--- config.mk ---
export PLATFORM = sky130hd
export DESIGN_NAME = ebw_ctrl
export DESIGN_NICKNAME = d
export VERILOG_FILES = /design/src/ebw_pkg.sv /design/src/ebw_sync.sv /design/src/ebw_bus_holder.sv /design/src/ebw_ctrl.sv
export VERILOG_INCLUDE_DIRS = /design/src
export SDC_FILE = /design/constraint.sdc
export NUM_CORES = 1
export LEC_CHECK = 0
export BUFFER_PORTS_ARGS = -buffer_cell sky130_fd_sc_hd__buf_2
export CORE_ASPECT_RATIO = 1.5
export CORE_MARGIN = 2
export CORE_UTILIZATION = 40
export CTS_CLUSTER_SIZE = 12
export DETAILED_ROUTE_END_ITERATION = 10
export PLACE_DENSITY = 0.6
export REMOVE_ABC_BUFFERS = 1
export SYNTH_ARGS = -nofsm -noshare
export SYNTH_HDL_FRONTEND = slang
export SYNTH_SLANG_ARGS = --single-unit
--- constraint.sdc ---
create_clock -name clk -period 2.9 [get_ports clk]
set_clock_uncertainty 0.2 [all_clocks]
set_input_delay 0 -clock clk [delete_from_list [all_inputs] [get_ports clk]]
set_output_delay 0 -clock clk [all_outputs]
set_load 0.1 [all_outputs]
--- src/ebw_cfg.svh ---
// constants for the external bus wait and bank control block
`ifndef EBW_CFG_SVH
`define EBW_CFG_SVH
// memory-mapped register offsets
`define EBW_OFS_WAIT_STATE 7'h28
`define EBW_OFS_BANK_SWITCH 7'h29
`define EBW_OFS_WAIT_MULT 7'h2b
// wait state register fields
`define EBW_WS_XPA_BIT 15
`define EBW_WS_IO_LSB 12
`define EBW_WS_DHI_LSB 9
`define EBW_WS_DLO_LSB 6
`define EBW_WS_PHI_LSB 3
`define EBW_WS_PLO_LSB 0
`define EBW_WS_RESET 16'h7fff
// bank switch register fields
`define EBW_BS_CMP_LSB 12
`define EBW_BS_TURN_BIT 11
`define EBW_BS_HBH_BIT 2
`define EBW_BS_BH_BIT 1
`define EBW_BS_OFF_BIT 0
`define EBW_BS_WMASK 16'hf807
`define EBW_BS_RESET 16'hf800
// wait multiplier register
`define EBW_WM_WMASK 16'h0001
`define EBW_WM_RESET 16'h0000
// extra cycles for bank or turnaround
`define EBW_EXTRA_CYCLES 5'h01
`endif

--- src/ebw_pkg.sv ---
// types for the external bus wait and bank control block
package ebw_pkg;
    typedef enum logic [1:0] {
        EBW_SP_PROG = 2'b00,
        EBW_SP_DATA = 2'b01,
        EBW_SP_IO = 2'b10
    } ebw_space_t;

    typedef struct packed {
        logic valid;
        ebw_space_t space;
        logic write;
        logic [19:0] addr;
        logic [15:0] wdata;
    } ebw_req_t;

    typedef struct packed {
        logic [15:0] addr;
        logic [15:0] data;
        logic data_oe;
        logic prog_strobe_n;
        logic data_strobe_n;
        logic io_space_strobe_n;
        logic rw;
        logic mem_strobe_n;
    } ebw_pins_t;

    typedef enum logic [1:0] {
        EBW_ST_IDLE = 2'b00,
        EBW_ST_EXTRA = 2'b01,
        EBW_ST_WAIT = 2'b10,
        EBW_ST_DONE = 2'b11
    } ebw_state_t;
endpackage

--- src/ebw_sync.sv ---
// three flop input synchroniser with agreement filter
`timescale 1ns/1ns
module ebw_sync (
    input wire logic clk,
    input wire logic resetn,
    input wire logic din,
    output logic dout
);
    logic s1_q;
    logic s2_q;
    logic s3_q;
    logic out_q;

    always_ff @(posedge clk or negedge resetn) begin
        if (!resetn) begin
            s1_q <= 1'b0;
            s2_q <= 1'b0;
            s3_q <= 1'b0;
            out_q <= 1'b0;
        end else begin
            s1_q <= din;
            s2_q <= s1_q;
            s3_q <= s2_q;
            if (s2_q == s3_q) begin
                out_q <= s3_q;
            end
        end
    end

    assign dout = out_q;
endmodule

--- src/ebw_bus_holder.sv ---
// bus holder keeper for an undriven bus
`timescale 1ns/1ns
module ebw_bus_holder #(
    parameter int W = 16
) (
    input wire logic clk,
    input wire logic resetn,
    input wire logic enable,
    input wire logic driven,
    input wire logic [W-1:0] bus_in,
    output logic [W-1:0] keep_out,
    output logic keep_oe
);
    logic [W-1:0] last_q;
    logic oe_q;

    always_ff @(posedge clk or negedge resetn) begin
        if (!resetn) begin
            last_q <= '0;
            oe_q <= 1'b0;
        end else begin
            if (driven) begin
                last_q <= bus_in;
            end
            oe_q <= enable && !driven;
        end
    end

    assign keep_out = last_q;
    assign keep_oe = oe_q;
endmodule

--- src/ebw_ctrl.sv ---
// external bus wait state, bank switch and bus-off control
// Behaviour
// RULE1 - with the multiplier bit clear base wait counts are used as is, set doubles them up to 14.
// RULE2 - reserved bits of the multiplier and bank switch registers read zero and ignore writes.
// RULE3 - one extra cycle is inserted when consecutive accesses cross a bank within program or data space.
// RULE4 - one extra cycle is inserted when accesses move from data space into program space.
// RULE5 - the 4-bit compare mask picks which of the top four address bits detect a bank change.
// RULE6 - with the turnaround bit set a program read then data read, or the reverse, gets one extra cycle.
// RULE7 - with host bus hold set the 8-bit host data bus keeps its last level while undriven.
// RULE8 - with data bus hold set the 16-bit data bus keeps its last level while undriven.
// RULE9 - with bus-off set the current cycle finishes and then address, data and strobes go inactive.
// RULE10 - while bus-off is set writes to the rom, mode, overlay and hold mode bits are blocked.
// RULE11 - a 64K I/O space is reached only by the port read and port write instructions.
// RULE12 - the I/O space strobe is asserted during every port read or write.
// RULE13 - at reset every external access gets seven wait states.
// RULE14 - five 3-bit fields give wait counts for I/O, upper data, lower data, upper and lower program.
// RULE15 - devices needing more waits extend the cycle with the ready input.
// RULE16 - bank and turnaround cycles add to the multiplied wait states, all in machine cycles.
// RULE17 - the previous access space and masked high address bits are latched for change detection.
`timescale 1ns/1ns
`include "ebw_cfg.svh"
module ebw_ctrl (
    input wire logic clk,
    input wire logic resetn,
    input wire logic mmr_we,
    input wire logic mmr_re,
    input wire logic [6:0] mmr_addr,
    input wire logic [15:0] mmr_wdata,
    output logic [15:0] mmr_rdata,
    input wire ebw_pkg::ebw_req_t req,
    output logic req_ready,
    output logic req_done,
    output logic [15:0] req_rdata,
    input wire logic [3:0] mode_wr_en,
    output logic [3:0] mode_wr_allow,
    input wire logic ready_pin,
    output ebw_pkg::ebw_pins_t pins,
    input wire logic [15:0] data_in,
    input wire logic [7:0] host_data_in,
    input wire logic host_data_driven,
    output logic [7:0] host_data_keep,
    output logic host_data_keep_oe,
    output logic [15:0] data_keep,
    output logic data_keep_oe,
    output logic bus_off_status
);
    // ==================================================
    // registers
    logic [15:0] wait_state_register_q;
    logic wait_multiplier_bit_q;
    logic [3:0] bank_compare_mask_q;
    logic prog_data_turnaround_q;
    logic host_bus_hold_q;
    logic data_bus_hold_q;
    logic external_bus_off_q;
    wire [15:0] bank_switch_control;
    wire [15:0] wait_multiplier_control;
    wire sel_ws = mmr_addr == `EBW_OFS_WAIT_STATE;
    wire sel_bs = mmr_addr == `EBW_OFS_BANK_SWITCH;
    wire sel_wm = mmr_addr == `EBW_OFS_WAIT_MULT;

    // RULE2 reserved read zero
    assign bank_switch_control = {bank_compare_mask_q, prog_data_turnaround_q, 8'h00,
                                  host_bus_hold_q, data_bus_hold_q, external_bus_off_q};
    assign wait_multiplier_control = {15'h0000, wait_multiplier_bit_q};

    always_ff @(posedge clk or negedge resetn) begin
        if (!resetn) begin
            // RULE13 seven waits everywhere
            wait_state_register_q <= `EBW_WS_RESET;
            wait_multiplier_bit_q <= 1'b0;
            bank_compare_mask_q <= 4'hf;
            prog_data_turnaround_q <= 1'b1;
            host_bus_hold_q <= 1'b0;
            data_bus_hold_q <= 1'b0;
            external_bus_off_q <= 1'b0;
        end else if (mmr_we) begin
            if (sel_ws) begin
                wait_state_register_q <= mmr_wdata;
            end
            // RULE2 reserved writes ignored
            if (sel_wm) begin
                wait_multiplier_bit_q <= mmr_wdata[0];
            end
            if (sel_bs) begin
                bank_compare_mask_q <= mmr_wdata[15:12];
                prog_data_turnaround_q <= mmr_wdata[`EBW_BS_TURN_BIT];
                host_bus_hold_q <= mmr_wdata[`EBW_BS_HBH_BIT];
                data_bus_hold_q <= mmr_wdata[`EBW_BS_BH_BIT];
                external_bus_off_q <= mmr_wdata[`EBW_BS_OFF_BIT];
            end
        end
    end

    logic [15:0] rdata_q;
    wire [15:0] rdata_d = sel_ws ? wait_state_register_q :
                          sel_bs ? bank_switch_control :
                          sel_wm ? wait_multiplier_control : 16'h0000;
    always_ff @(posedge clk or negedge resetn) begin
        if (!resetn) begin
            rdata_q <= 16'h0000;
        end else if (mmr_re) begin
            rdata_q <= rdata_d;
        end
    end
    assign mmr_rdata = rdata_q;

    // ==================================================
    // mode bit write guard
    logic [3:0] allow_q;
    always_ff @(posedge clk or negedge resetn) begin
        if (!resetn) begin
            allow_q <= 4'h0;
        end else begin
            // RULE10 block mode writes
            allow_q <= external_bus_off_q ? 4'h0 : mode_wr_en;
        end
    end
    assign mode_wr_allow = allow_q;

    // ==================================================
    // wait count selection
    function automatic logic [2:0] field_sel(input logic [15:0] ws, input ebw_pkg::ebw_space_t sp,
                                             input logic [19:0] a);
        logic [2:0] f;
        f = ws[2:0];
        case (sp)
            ebw_pkg::EBW_SP_IO: f = ws[14:12];
            ebw_pkg::EBW_SP_DATA: f = a[15] ? ws[11:9] : ws[8:6];
            default: f = (!ws[`EBW_WS_XPA_BIT] && a[15]) ? ws[5:3] : ws[2:0];
        endcase
        return f;
    endfunction

    // RULE14 per-range field
    wire [2:0] base_waits = field_sel(wait_state_register_q, req.space, req.addr);
    // RULE1 optional doubling
    wire [4:0] mult_waits = wait_multiplier_bit_q ? {1'b0, base_waits, 1'b0} : {2'b00, base_waits};

    // ==================================================
    // bank and turnaround detection
    logic prev_valid_q;
    ebw_pkg::ebw_space_t prev_space_q;
    logic prev_write_q;
    logic [3:0] prev_bank_q;
    // RULE5 masked high bits
    wire [3:0] cur_bank = req.addr[15:12] & bank_compare_mask_q;
    wire same_space = prev_space_q == req.space;
    // RULE3 bank cross
    wire bank_cross = prev_valid_q && same_space && req.space != ebw_pkg::EBW_SP_IO && prev_bank_q != cur_bank;
    // RULE4 data into program
    wire data_to_prog = prev_valid_q && prev_space_q == ebw_pkg::EBW_SP_DATA && req.space == ebw_pkg::EBW_SP_PROG;
    // RULE6 read turnaround
    wire turnaround = prog_data_turnaround_q && prev_valid_q && !prev_write_q && !req.write &&
                      ((prev_space_q == ebw_pkg::EBW_SP_DATA && req.space == ebw_pkg::EBW_SP_PROG) ||
                       (prev_space_q == ebw_pkg::EBW_SP_PROG && req.space == ebw_pkg::EBW_SP_DATA));
    wire need_extra = bank_cross || data_to_prog || turnaround;

    // ==================================================
    // bus cycle sequencer
    ebw_pkg::ebw_state_t state_q;
    logic [4:0] cnt_q;
    ebw_pkg::ebw_req_t cur_q;
    logic done_q;
    logic [15:0] rd_q;
    logic off_q;
    logic ready_s;
    ebw_pkg::ebw_pins_t pins_q;
    wire start = state_q == ebw_pkg::EBW_ST_IDLE && req.valid && !external_bus_off_q;

    ebw_sync u_ready_sync (
        .clk(clk),
        .resetn(resetn),
        .din(ready_pin),
        .dout(ready_s)
    );

    always_ff @(posedge clk or negedge resetn) begin
        if (!resetn) begin
            state_q <= ebw_pkg::EBW_ST_IDLE;
            cnt_q <= 5'h00;
            cur_q <= '0;
            done_q <= 1'b0;
            rd_q <= 16'h0000;
            prev_valid_q <= 1'b0;
            prev_space_q <= ebw_pkg::EBW_SP_PROG;
            prev_write_q <= 1'b0;
            prev_bank_q <= 4'h0;
        end else begin
            done_q <= 1'b0;
            case (state_q)
                ebw_pkg::EBW_ST_IDLE: begin
                    if (start) begin
                        cur_q <= req;
                        cnt_q <= mult_waits;
                        // RULE17 latch previous access
                        prev_valid_q <= 1'b1;
                        prev_space_q <= req.space;
                        prev_write_q <= req.write;
                        prev_bank_q <= cur_bank;
                        // RULE16 extra before waits
                        state_q <= need_extra ? ebw_pkg::EBW_ST_EXTRA : ebw_pkg::EBW_ST_WAIT;
                    end
                end
                ebw_pkg::EBW_ST_EXTRA: begin
                    state_q <= ebw_pkg::EBW_ST_WAIT;
                end
                ebw_pkg::EBW_ST_WAIT: begin
                    // waits count once the strobe is out on the pins
                    if (pins_q.mem_strobe_n) begin
                        cnt_q <= cnt_q;
                    end else if (cnt_q != 5'h00) begin
                        cnt_q <= cnt_q - 5'h01;
                    // RULE15 ready extends cycle
                    end else if (ready_s) begin
                        rd_q <= data_in;
                        state_q <= ebw_pkg::EBW_ST_DONE;
                    end
                end
                ebw_pkg::EBW_ST_DONE: begin
                    done_q <= 1'b1;
                    state_q <= ebw_pkg::EBW_ST_IDLE;
                end
                default: state_q <= ebw_pkg::EBW_ST_IDLE;
            endcase
        end
    end

    assign req_done = done_q;
    assign req_rdata = rd_q;
    logic ready_q;
    always_ff @(posedge clk or negedge resetn) begin
        if (!resetn) begin
            ready_q <= 1'b0;
            off_q <= 1'b0;
        end else begin
            ready_q <= state_q == ebw_pkg::EBW_ST_IDLE && !start && !external_bus_off_q;
            // RULE9 off after current cycle
            off_q <= external_bus_off_q && state_q == ebw_pkg::EBW_ST_IDLE;
        end
    end
    assign req_ready = ready_q;
    assign bus_off_status = off_q;

    // ==================================================
    // pin drive
    wire active = state_q == ebw_pkg::EBW_ST_WAIT || state_q == ebw_pkg::EBW_ST_EXTRA;
    wire strobe_on = state_q == ebw_pkg::EBW_ST_WAIT;
    ebw_pkg::ebw_pins_t pins_d;
    always_comb begin
        pins_d = '0;
        pins_d.prog_strobe_n = 1'b1;
        pins_d.data_strobe_n = 1'b1;
        pins_d.io_space_strobe_n = 1'b1;
        pins_d.mem_strobe_n = 1'b1;
        pins_d.rw = 1'b1;
        if (active) begin
            // RULE11 16-bit port address
            pins_d.addr = cur_q.addr[15:0];
            pins_d.data = cur_q.wdata;
            pins_d.data_oe = cur_q.write;
            pins_d.rw = !cur_q.write;
            pins_d.prog_strobe_n = !(cur_q.space == ebw_pkg::EBW_SP_PROG);
            pins_d.data_strobe_n = !(cur_q.space == ebw_pkg::EBW_SP_DATA);
            // RULE12 io strobe on ports
            pins_d.io_space_strobe_n = !(cur_q.space == ebw_pkg::EBW_SP_IO);
            pins_d.mem_strobe_n = !strobe_on;
        end
    end
    always_ff @(posedge clk or negedge resetn) begin
        if (!resetn) begin
            pins_q <= '0;
            pins_q.prog_strobe_n <= 1'b1;
            pins_q.data_strobe_n <= 1'b1;
            pins_q.io_space_strobe_n <= 1'b1;
            pins_q.mem_strobe_n <= 1'b1;
            pins_q.rw <= 1'b1;
        end else begin
            pins_q <= pins_d;
        end
    end
    assign pins = pins_q;

    // ==================================================
    // bus holders
    // bus driven by us or by the strobed device in the next cycle
    wire data_driven = pins_d.data_oe || !pins_d.mem_strobe_n;
    // RULE8 data bus keeper
    ebw_bus_holder #(.W(16)) u_data_hold (
        .clk(clk),
        .resetn(resetn),
        .enable(data_bus_hold_q),
        .driven(data_driven),
        .bus_in(data_in),
        .keep_out(data_keep),
        .keep_oe(data_keep_oe)
    );
    // RULE7 host bus keeper
    ebw_bus_holder #(.W(8)) u_host_hold (
        .clk(clk),
        .resetn(resetn),
        .enable(host_bus_hold_q),
        .driven(host_data_driven),
        .bus_in(host_data_in),
        .keep_out(host_data_keep),
        .keep_oe(host_data_keep_oe)
    );
endmodule

==> results of run 1 <==
==> power by group <==
group	switching (uW)	total (uW)	internal (uW)
logic	4540	5980	1440
clock network	957	2080	1120
registers	370	3720	3350
==> cell usage in the layout, fill, tap and decap left out, drive strengths merged, types with 3 or more instances in the layout <==
| master | count |
|---|---|
| nand3b | 3 |
| ha | 7 |
| buf | 205 |
| nor3b | 3 |
| mux2 | 109 |
| clkinv | 6 |
| clkinvlp | 3 |
| nand2 | 34 |
| clkbuf | 20 |
| inv | 31 |
| a21oi | 5 |
| dfstp | 25 |
| xor2 | 5 |
| dfrtp | 154 |
| nand2b | 4 |
| nand3 | 3 |
| o21ai | 20 |
| a22oi | 3 |
| nor3 | 4 |
| nor2b | 7 |
| o22ai | 7 |
| dlygate4sd3 | 104 |
| and2 | 34 |
| mux2i | 3 |
| nor2 | 12 |
==> cells in the mapped netlist (2+ instances only) <==
| cell | count |
|---|---|
| dfrtp_1 | 154 |
| o21ai_0 | 20 |
| mux2_4 | 10 |
| nand2b_1 | 4 |
| nand3_1 | 3 |
| nor2_1 | 12 |
| xor2_1 | 5 |
| clkbuf_1 | 15 |
| a21oi_1 | 5 |
| nor2b_1 | 7 |
| nor3b_1 | 3 |
| xnor2_1 | 2 |
| a211oi_1 | 2 |
| dfstp_2 | 25 |
| nor3_1 | 4 |
| and2_1 | 33 |
| nand4_1 | 2 |
| a221oi_1 | 2 |
| ha_1 | 7 |
| nand3b_1 | 3 |
| mux2i_1 | 3 |
| a311oi_1 | 2 |
| o22ai_1 | 7 |
| inv_1 | 28 |
| nand2_1 | 34 |
| a22oi_1 | 3 |
| mux2_2 | 99 |
==> final cells by class <==
class                      instances  area, um2
clock buffer                      20        447
clock inverter                    12       82.6
fill                            1428       7450
inverter                          28        105
multi-input combinational        287       2350
sequential                       179       4510
tap                              213        267
timing repair buffer             309       2130
==> metal layers <==
metal | vias to the layer above | GRT usage (%)
li1 | 2361 | -
met1 | 2443 | 20.8
met2 | 157 | 32.6
met3 | 34 | 3.46
met4 | 0 | 9.12
met5 | - | 0
==> kinds of logic (layout without fill, tap and decap cells) <==
| family | count (synthesis) | after routing |
|---|---|---|
| flops | 179 | 179 |
| buf+inv | 46 | 369 |
| fa+ha+maj | 8 | 8 |
| xor+xnor | 7 | 7 |
| mux | 112 | 112 |
| simple gates | 115 | 115 |
| compound gates | 45 | 45 |
==> stage by stage <==
step	instance area, um2	setup WS, ns	utilization [%]
after CTS	9890	0.215	57.0
after global routing	9890	0.0338	57.0
final	9890	0.139	57.0
after detailed placement	8300	0.274	47.8
after floorplan	6970	0.268	-
after global placement	8300	0.377	47.8
==> flip-flops by register name, summed over array words and instances (netlist names), 2 cells and up <==
name	count
u_host_hold.keep_out	8
req_rdata	16
pins	38
state_q	2
prev_bank_q	4
u_data_hold.keep_out	16
cnt_q	5
mmr_rdata	16
cur_q	35
mode_wr_allow	4
bank_compare_mask_q	4
wait_state_register_q	16
==> critical path: stages <==
cell	delay [ns]
dlygate4sd3_1	0.53
buf_2	0.12
nor2b_1	0.14
nand4b_1	0.13
dlygate4sd3_1	0.58
buf_4	0.18
nor2_1	0.10
buf_4	0.19
mux2_2	0.34
dlygate4sd3_1	0.55
==> what timing repair did <==
item | CTS | global route
hold buffers | 105 | 0
resized for setup | 0 | 0
hold endpoints to repair | 287 | 0
==> worst max path at each step <==
stage	cells past startpoint	slack (ns)	endpoint
5_1_grt	10	0.03	host_bus_hold_q
6_report	10	0.14	host_bus_hold_q
3_5_place_dp	7	0.27	req_rdata[13]
4_1_cts	10	0.22	host_bus_hold_q
2_1_floorplan	4	0.27	cur_q[0]
3_3_place_gp	7	0.38	req_rdata[5]
==> results.md, run 1 <==
* Outcome: finished clean
* Synth Register Bits at 179
* GRT Util Overall at 18.3%
* Top cell type's share of synthesized area at 54.6%
* Worst EP required at 3.01 ns
* Post-synthesis mux area share at 18.3%
* Arrival @ worst endpoint at 2.87 ns
* Reg-to-reg startpoint: cnt_q[0]
* Synth area leader: dfrtp_1
* Leak Pwr at 0.00475 uW
* Worst hold path depth at 2
* Largest net degree at the start of global routing at 101
* Clk slew on worst S/H paths at 0.06 ns
* Antenna violations before repair at 0
* Crit start category: primary input
* Non-filler cells, final at 1048
* Final nets at 926
* Number of DRC markers in iteration 0 at 173
* Post-synth ARST share at 100%
* Detailed-placement wirelength estimate at 10.8 mm
* Fmax at 362 MHz
* Post-CTS Setup Repair Bufs at 0
* EDFF count, synth at 0
* Inserted Clock Buffers at 17
* Die Height at 167 um
* Max Slew Vio Count at 0
* Yosys synthesis warning count at 0
* Site Rows at 59
* Root buffer cell: clkbuf_16
* Chip Width at 112 um
* Slew at the pin with the worst max-slew slack at 0.730 ns
* Post-Place Cells at 911
* Synth area leaders: dfrtp_1, mux2_2, dfstp_2
* Sink Count at 179
* Synth Area in Simple Gates at 8.78%
* Full die area at 0.0187 mm2
* R2R depth at 7
* 1st-pass router iterations at 4
* Largest family of logic cells by synthesized area: multiplexers
* Routed Antenna Nets at 0
* Via count at 4995
* Total Power at 11800 uW
* Min Tclk post-route at 2.76 ns
* End of the worst hold path: u_ready_sync.s1_q
* Max IR drop VDD at 0.00137 V
* WS Path Type: in2reg
* Power per cell area at 1190 mW/mm2
* Routability cong. at 0.790
* I/O pin cnt at 200
* Post-Route WL at 16.3 mm
* Hold Violations, Final at 0
* Later-pin clock latency in the skew report at 0.42 ns
* WL/cell at 15.5 um
* Syn avg cell area at 13.8 um2
* Compound-Gate Fraction of Synth Area at 3.94%
* # DRC at 0
* Diodes inserted at 0
* Crit path max fanout at 9
* Top sig layer: met4
* Vias in the first global route at 5465
* Netlist Area Pre-Place at 0.00706 mm2
* Area delta synth->final at 40.2%
* Clock tree buffer depth at 2
* Setup violators final at 0
* Distinct cell type count after synthesis at 45
* Met1 wire length at 6.47 mm
* R2R Path End: req_rdata[8]
* Met3 routed WL at 614 um
* Via density per instance at 4.77
* Worst reg-to-reg setup slack at 0.26 ns
* Initial Utilization at 40.7%
* CP endpoint kind: flip-flop
* Hold_ws at 0.0240 ns
* Total gr overflow at 0
* Slew HR at 51.2%
* TritonCTS clock tree: built
* Final period utilization at 95.2%
* Routed length on met2 at 8.70 mm
* Predominant post-synthesis flop cell: dfrtp_1
* Core ar. at 0.0173 mm2
* Post-Synth XOR/XNOR Area at 0.869%
* Share of layout cells above drive strength 1 at 44.3%
* Buffers on Ports at 195
* Min-delay src: ready_pin
* Sum Neg Setup Slack at 0 ns
* RSZ-0062 raised after global routing: false
* H-tree levels at 4
* Worst Hold Class: in2reg
* Max-cap violations at 0
* Sequential fraction of the synthesis area at 63.9%
* Cells after Synth at 512
* Critical path origin: mmr_addr[4]
* First-pass GRT wire length at 27.1 mm
* Adder-cell share of the synthesized area at 1.38%
Note: power is estimated with default switching activity, not from simulation.
==> inputs of run 2 (changes only) <==
--- a/config.mk
+++ b/config.mk
@@ -6,13 +6,13 @@
 export SDC_FILE = /design/constraint.sdc
 export NUM_CORES = 1
 export LEC_CHECK = 0
-export BUFFER_PORTS_ARGS = -buffer_cell sky130_fd_sc_hd__buf_2
 export CORE_ASPECT_RATIO = 1.5
-export CORE_MARGIN = 2
+export CORE_MARGIN = 5
 export CORE_UTILIZATION = 40
 export CTS_CLUSTER_SIZE = 12
 export DETAILED_ROUTE_END_ITERATION = 10
-export PLACE_DENSITY = 0.6
+export DONT_BUFFER_PORTS = 1
+export PLACE_DENSITY = 0.54
 export REMOVE_ABC_BUFFERS = 1
 export SYNTH_ARGS = -nofsm -noshare
 export SYNTH_HDL_FRONTEND = slang
==> run 2 against run 1 <==
  * The flow now finishes with violations (hold timing)
  * Routed wire length decreased by 3.1%
  * First-iteration DRC count increased by 5.2%
  * Sequential share of layout area increased by 4.5 points
  * Critical path depth decreased by 1
  * Design area decreased by 9.0%
  * Critical path type unchanged
  * Critical endpoint is now data_bus_hold_q
==> results.md, run 2 (same netlist as run 1, synthesis figures left out) <==
* Hold_ws at -0.920 ns
* Final core occ at 51.9%
* Max Slew Vio Count at 0
* Full die area at 0.0205 mm2
* Chip Width at 118 um
* First-pass GRT wire length at 26.3 mm
* Hold Violations, Final at 179
* Antenna violations before repair at 0
* Min Tclk post-route at 2.77 ns
* Post-Route WL at 15.8 mm
* RSZ-0062 raised after global routing: false
* Core ar. at 0.0173 mm2
* CP endpoint kind: flip-flop
* Initial Utilization at 40.7%
* WL/cell at 18.4 um
* Slew HR at 38.0%
* Post-CTS Setup Repair Bufs at 0
* Worst Hold Class: in2async
* H-tree levels at 4
* Worst EP required at 3.00 ns
* Resize count post-CTS at 0
* Crit start category: primary input
* CP max-delay cell: dlygate4sd3_1
* Max-cap violations at 0
* Register area at 0.00451 mm2
* Slew at the pin with the worst max-slew slack at 0.931 ns
* Diodes inserted at 0
* Non-filler cells, final at 858
* Arrival @ worst endpoint at 2.88 ns
* Area delta synth->final at 27.6%
* Site Rows at 59
* Fmax at 360 MHz
* Multi-input logic area at 0.00235 mm2
* Post-Place Cells at 729
* WS Path Type: in2reg
* # DRC at 0
* Detailed-placement wirelength estimate at 10.4 mm
* Final nets at 736
* Via density per instance at 4.98
* GRT Util Overall at 16.0%
* Clock tree buffer depth at 2
* Routed Antenna Nets at 0
* Routability cong. at 0.746
* Clk slew on worst S/H paths at 0.06 ns
* Final-layout fill cell count at 1497
* Inserted Clock Buffers at 17
* Crit path top cell by count: dlygate4sd3_1
* Commonest non-fill, non-tap cell in the layout: dfrtp_1
* Outcome: finished with violations
* Buffers on Ports at 0
* Share of layout cells above drive strength 1 at 29.0%
* I/O pin cnt at 200
* Setup violators final at 0
* Critical path's largest stage delay at 0.59 ns
* 1st-pass router iterations at 4
* Post-CTS Hold Buffers at 97
* Final period utilization at 95.7%
* Via count at 4275
* Later-pin clock latency in the skew report at 0.42 ns
* TritonCTS clock tree: built
* Crit path cell chain: dlygate4sd3_1 -> nor2b_1 -> nand4b_1 -> dlygate4sd3_1 -> buf_4 -> nor2_1 -> buf_4 -> mux2_2 -> dlygate4sd3_1
* Crit path max fanout at 9
* Sum Neg Setup Slack at 0 ns
* Largest net degree at the start of global routing at 180
* Vias in the first global route at 4825
* Most frequent cells in the layout: dfrtp_1, mux2_2, dlygate4sd3_1
* Largest register FFs at 38
* Failing checks: hold timing
* Total gr overflow at 0
* Die Height at 173 um
* Root buffer cell: clkbuf_16
* Number of DRC markers in iteration 0 at 182
* Sink Count at 179
-- run 2: area by class of cell --
cell class	instances	area share, %
sequential	179	50.1
multi-input combinational	287	26.1
timing repair buffer	119	12.6
clock buffer	21	5.11
tap	213	2.96
clock inverter	11	1.95
inverter	28	1.17
-- run 2: path summary, 6_finish.rpt --
| check | to | slack, ns | from | cells after the start |
|---|---|---|---|---|
| setup / recovery | data_bus_hold_q | 0.13 | mmr_addr[4] | 9 |
| hold / removal | mmr_rdata[13] | -0.92 | resetn | 0 |
| setup reg to reg | req_rdata[13] | 0.25 | cnt_q[0] | 7 |
| hold reg to reg | u_ready_sync.s2_q | 0.16 | u_ready_sync.s1_q | 0 |
| max in group asynchronous | pins[0] | 3.16 | resetn | 0 |
| min in group clk | cnt_q[0] | 0.02 | req[31] | 5 |
-- run 2: critical path: cells and delay by family --
family / cells / cell delay (ns)
simple gates: 3 / 0.44
mux: 1 / 0.34
buf+inv: 5 / 2.08
-- run 2: stage by stage --
stage | setup WS (ns) | instance area, um2
floorplan | 0.268 | 6970
global placement | 0.370 | 7400
detailed placement | 0.254 | 7400
CTS | 0.226 | 9000
global route | 0.0246 | 9000
finish | 0.125 | 9000
-- run 2: routing by layer --
layer	global-route usage [%]	wire length, um
met5	0	0
met4	5.11	247
met3	5.49	1030
met2	28.5	8580
met1	17.8	5930
Power of run 2 is left out: the tool's default activity adds up to more than one toggle a clock period on the data nets, which glitch-free logic cannot reach.
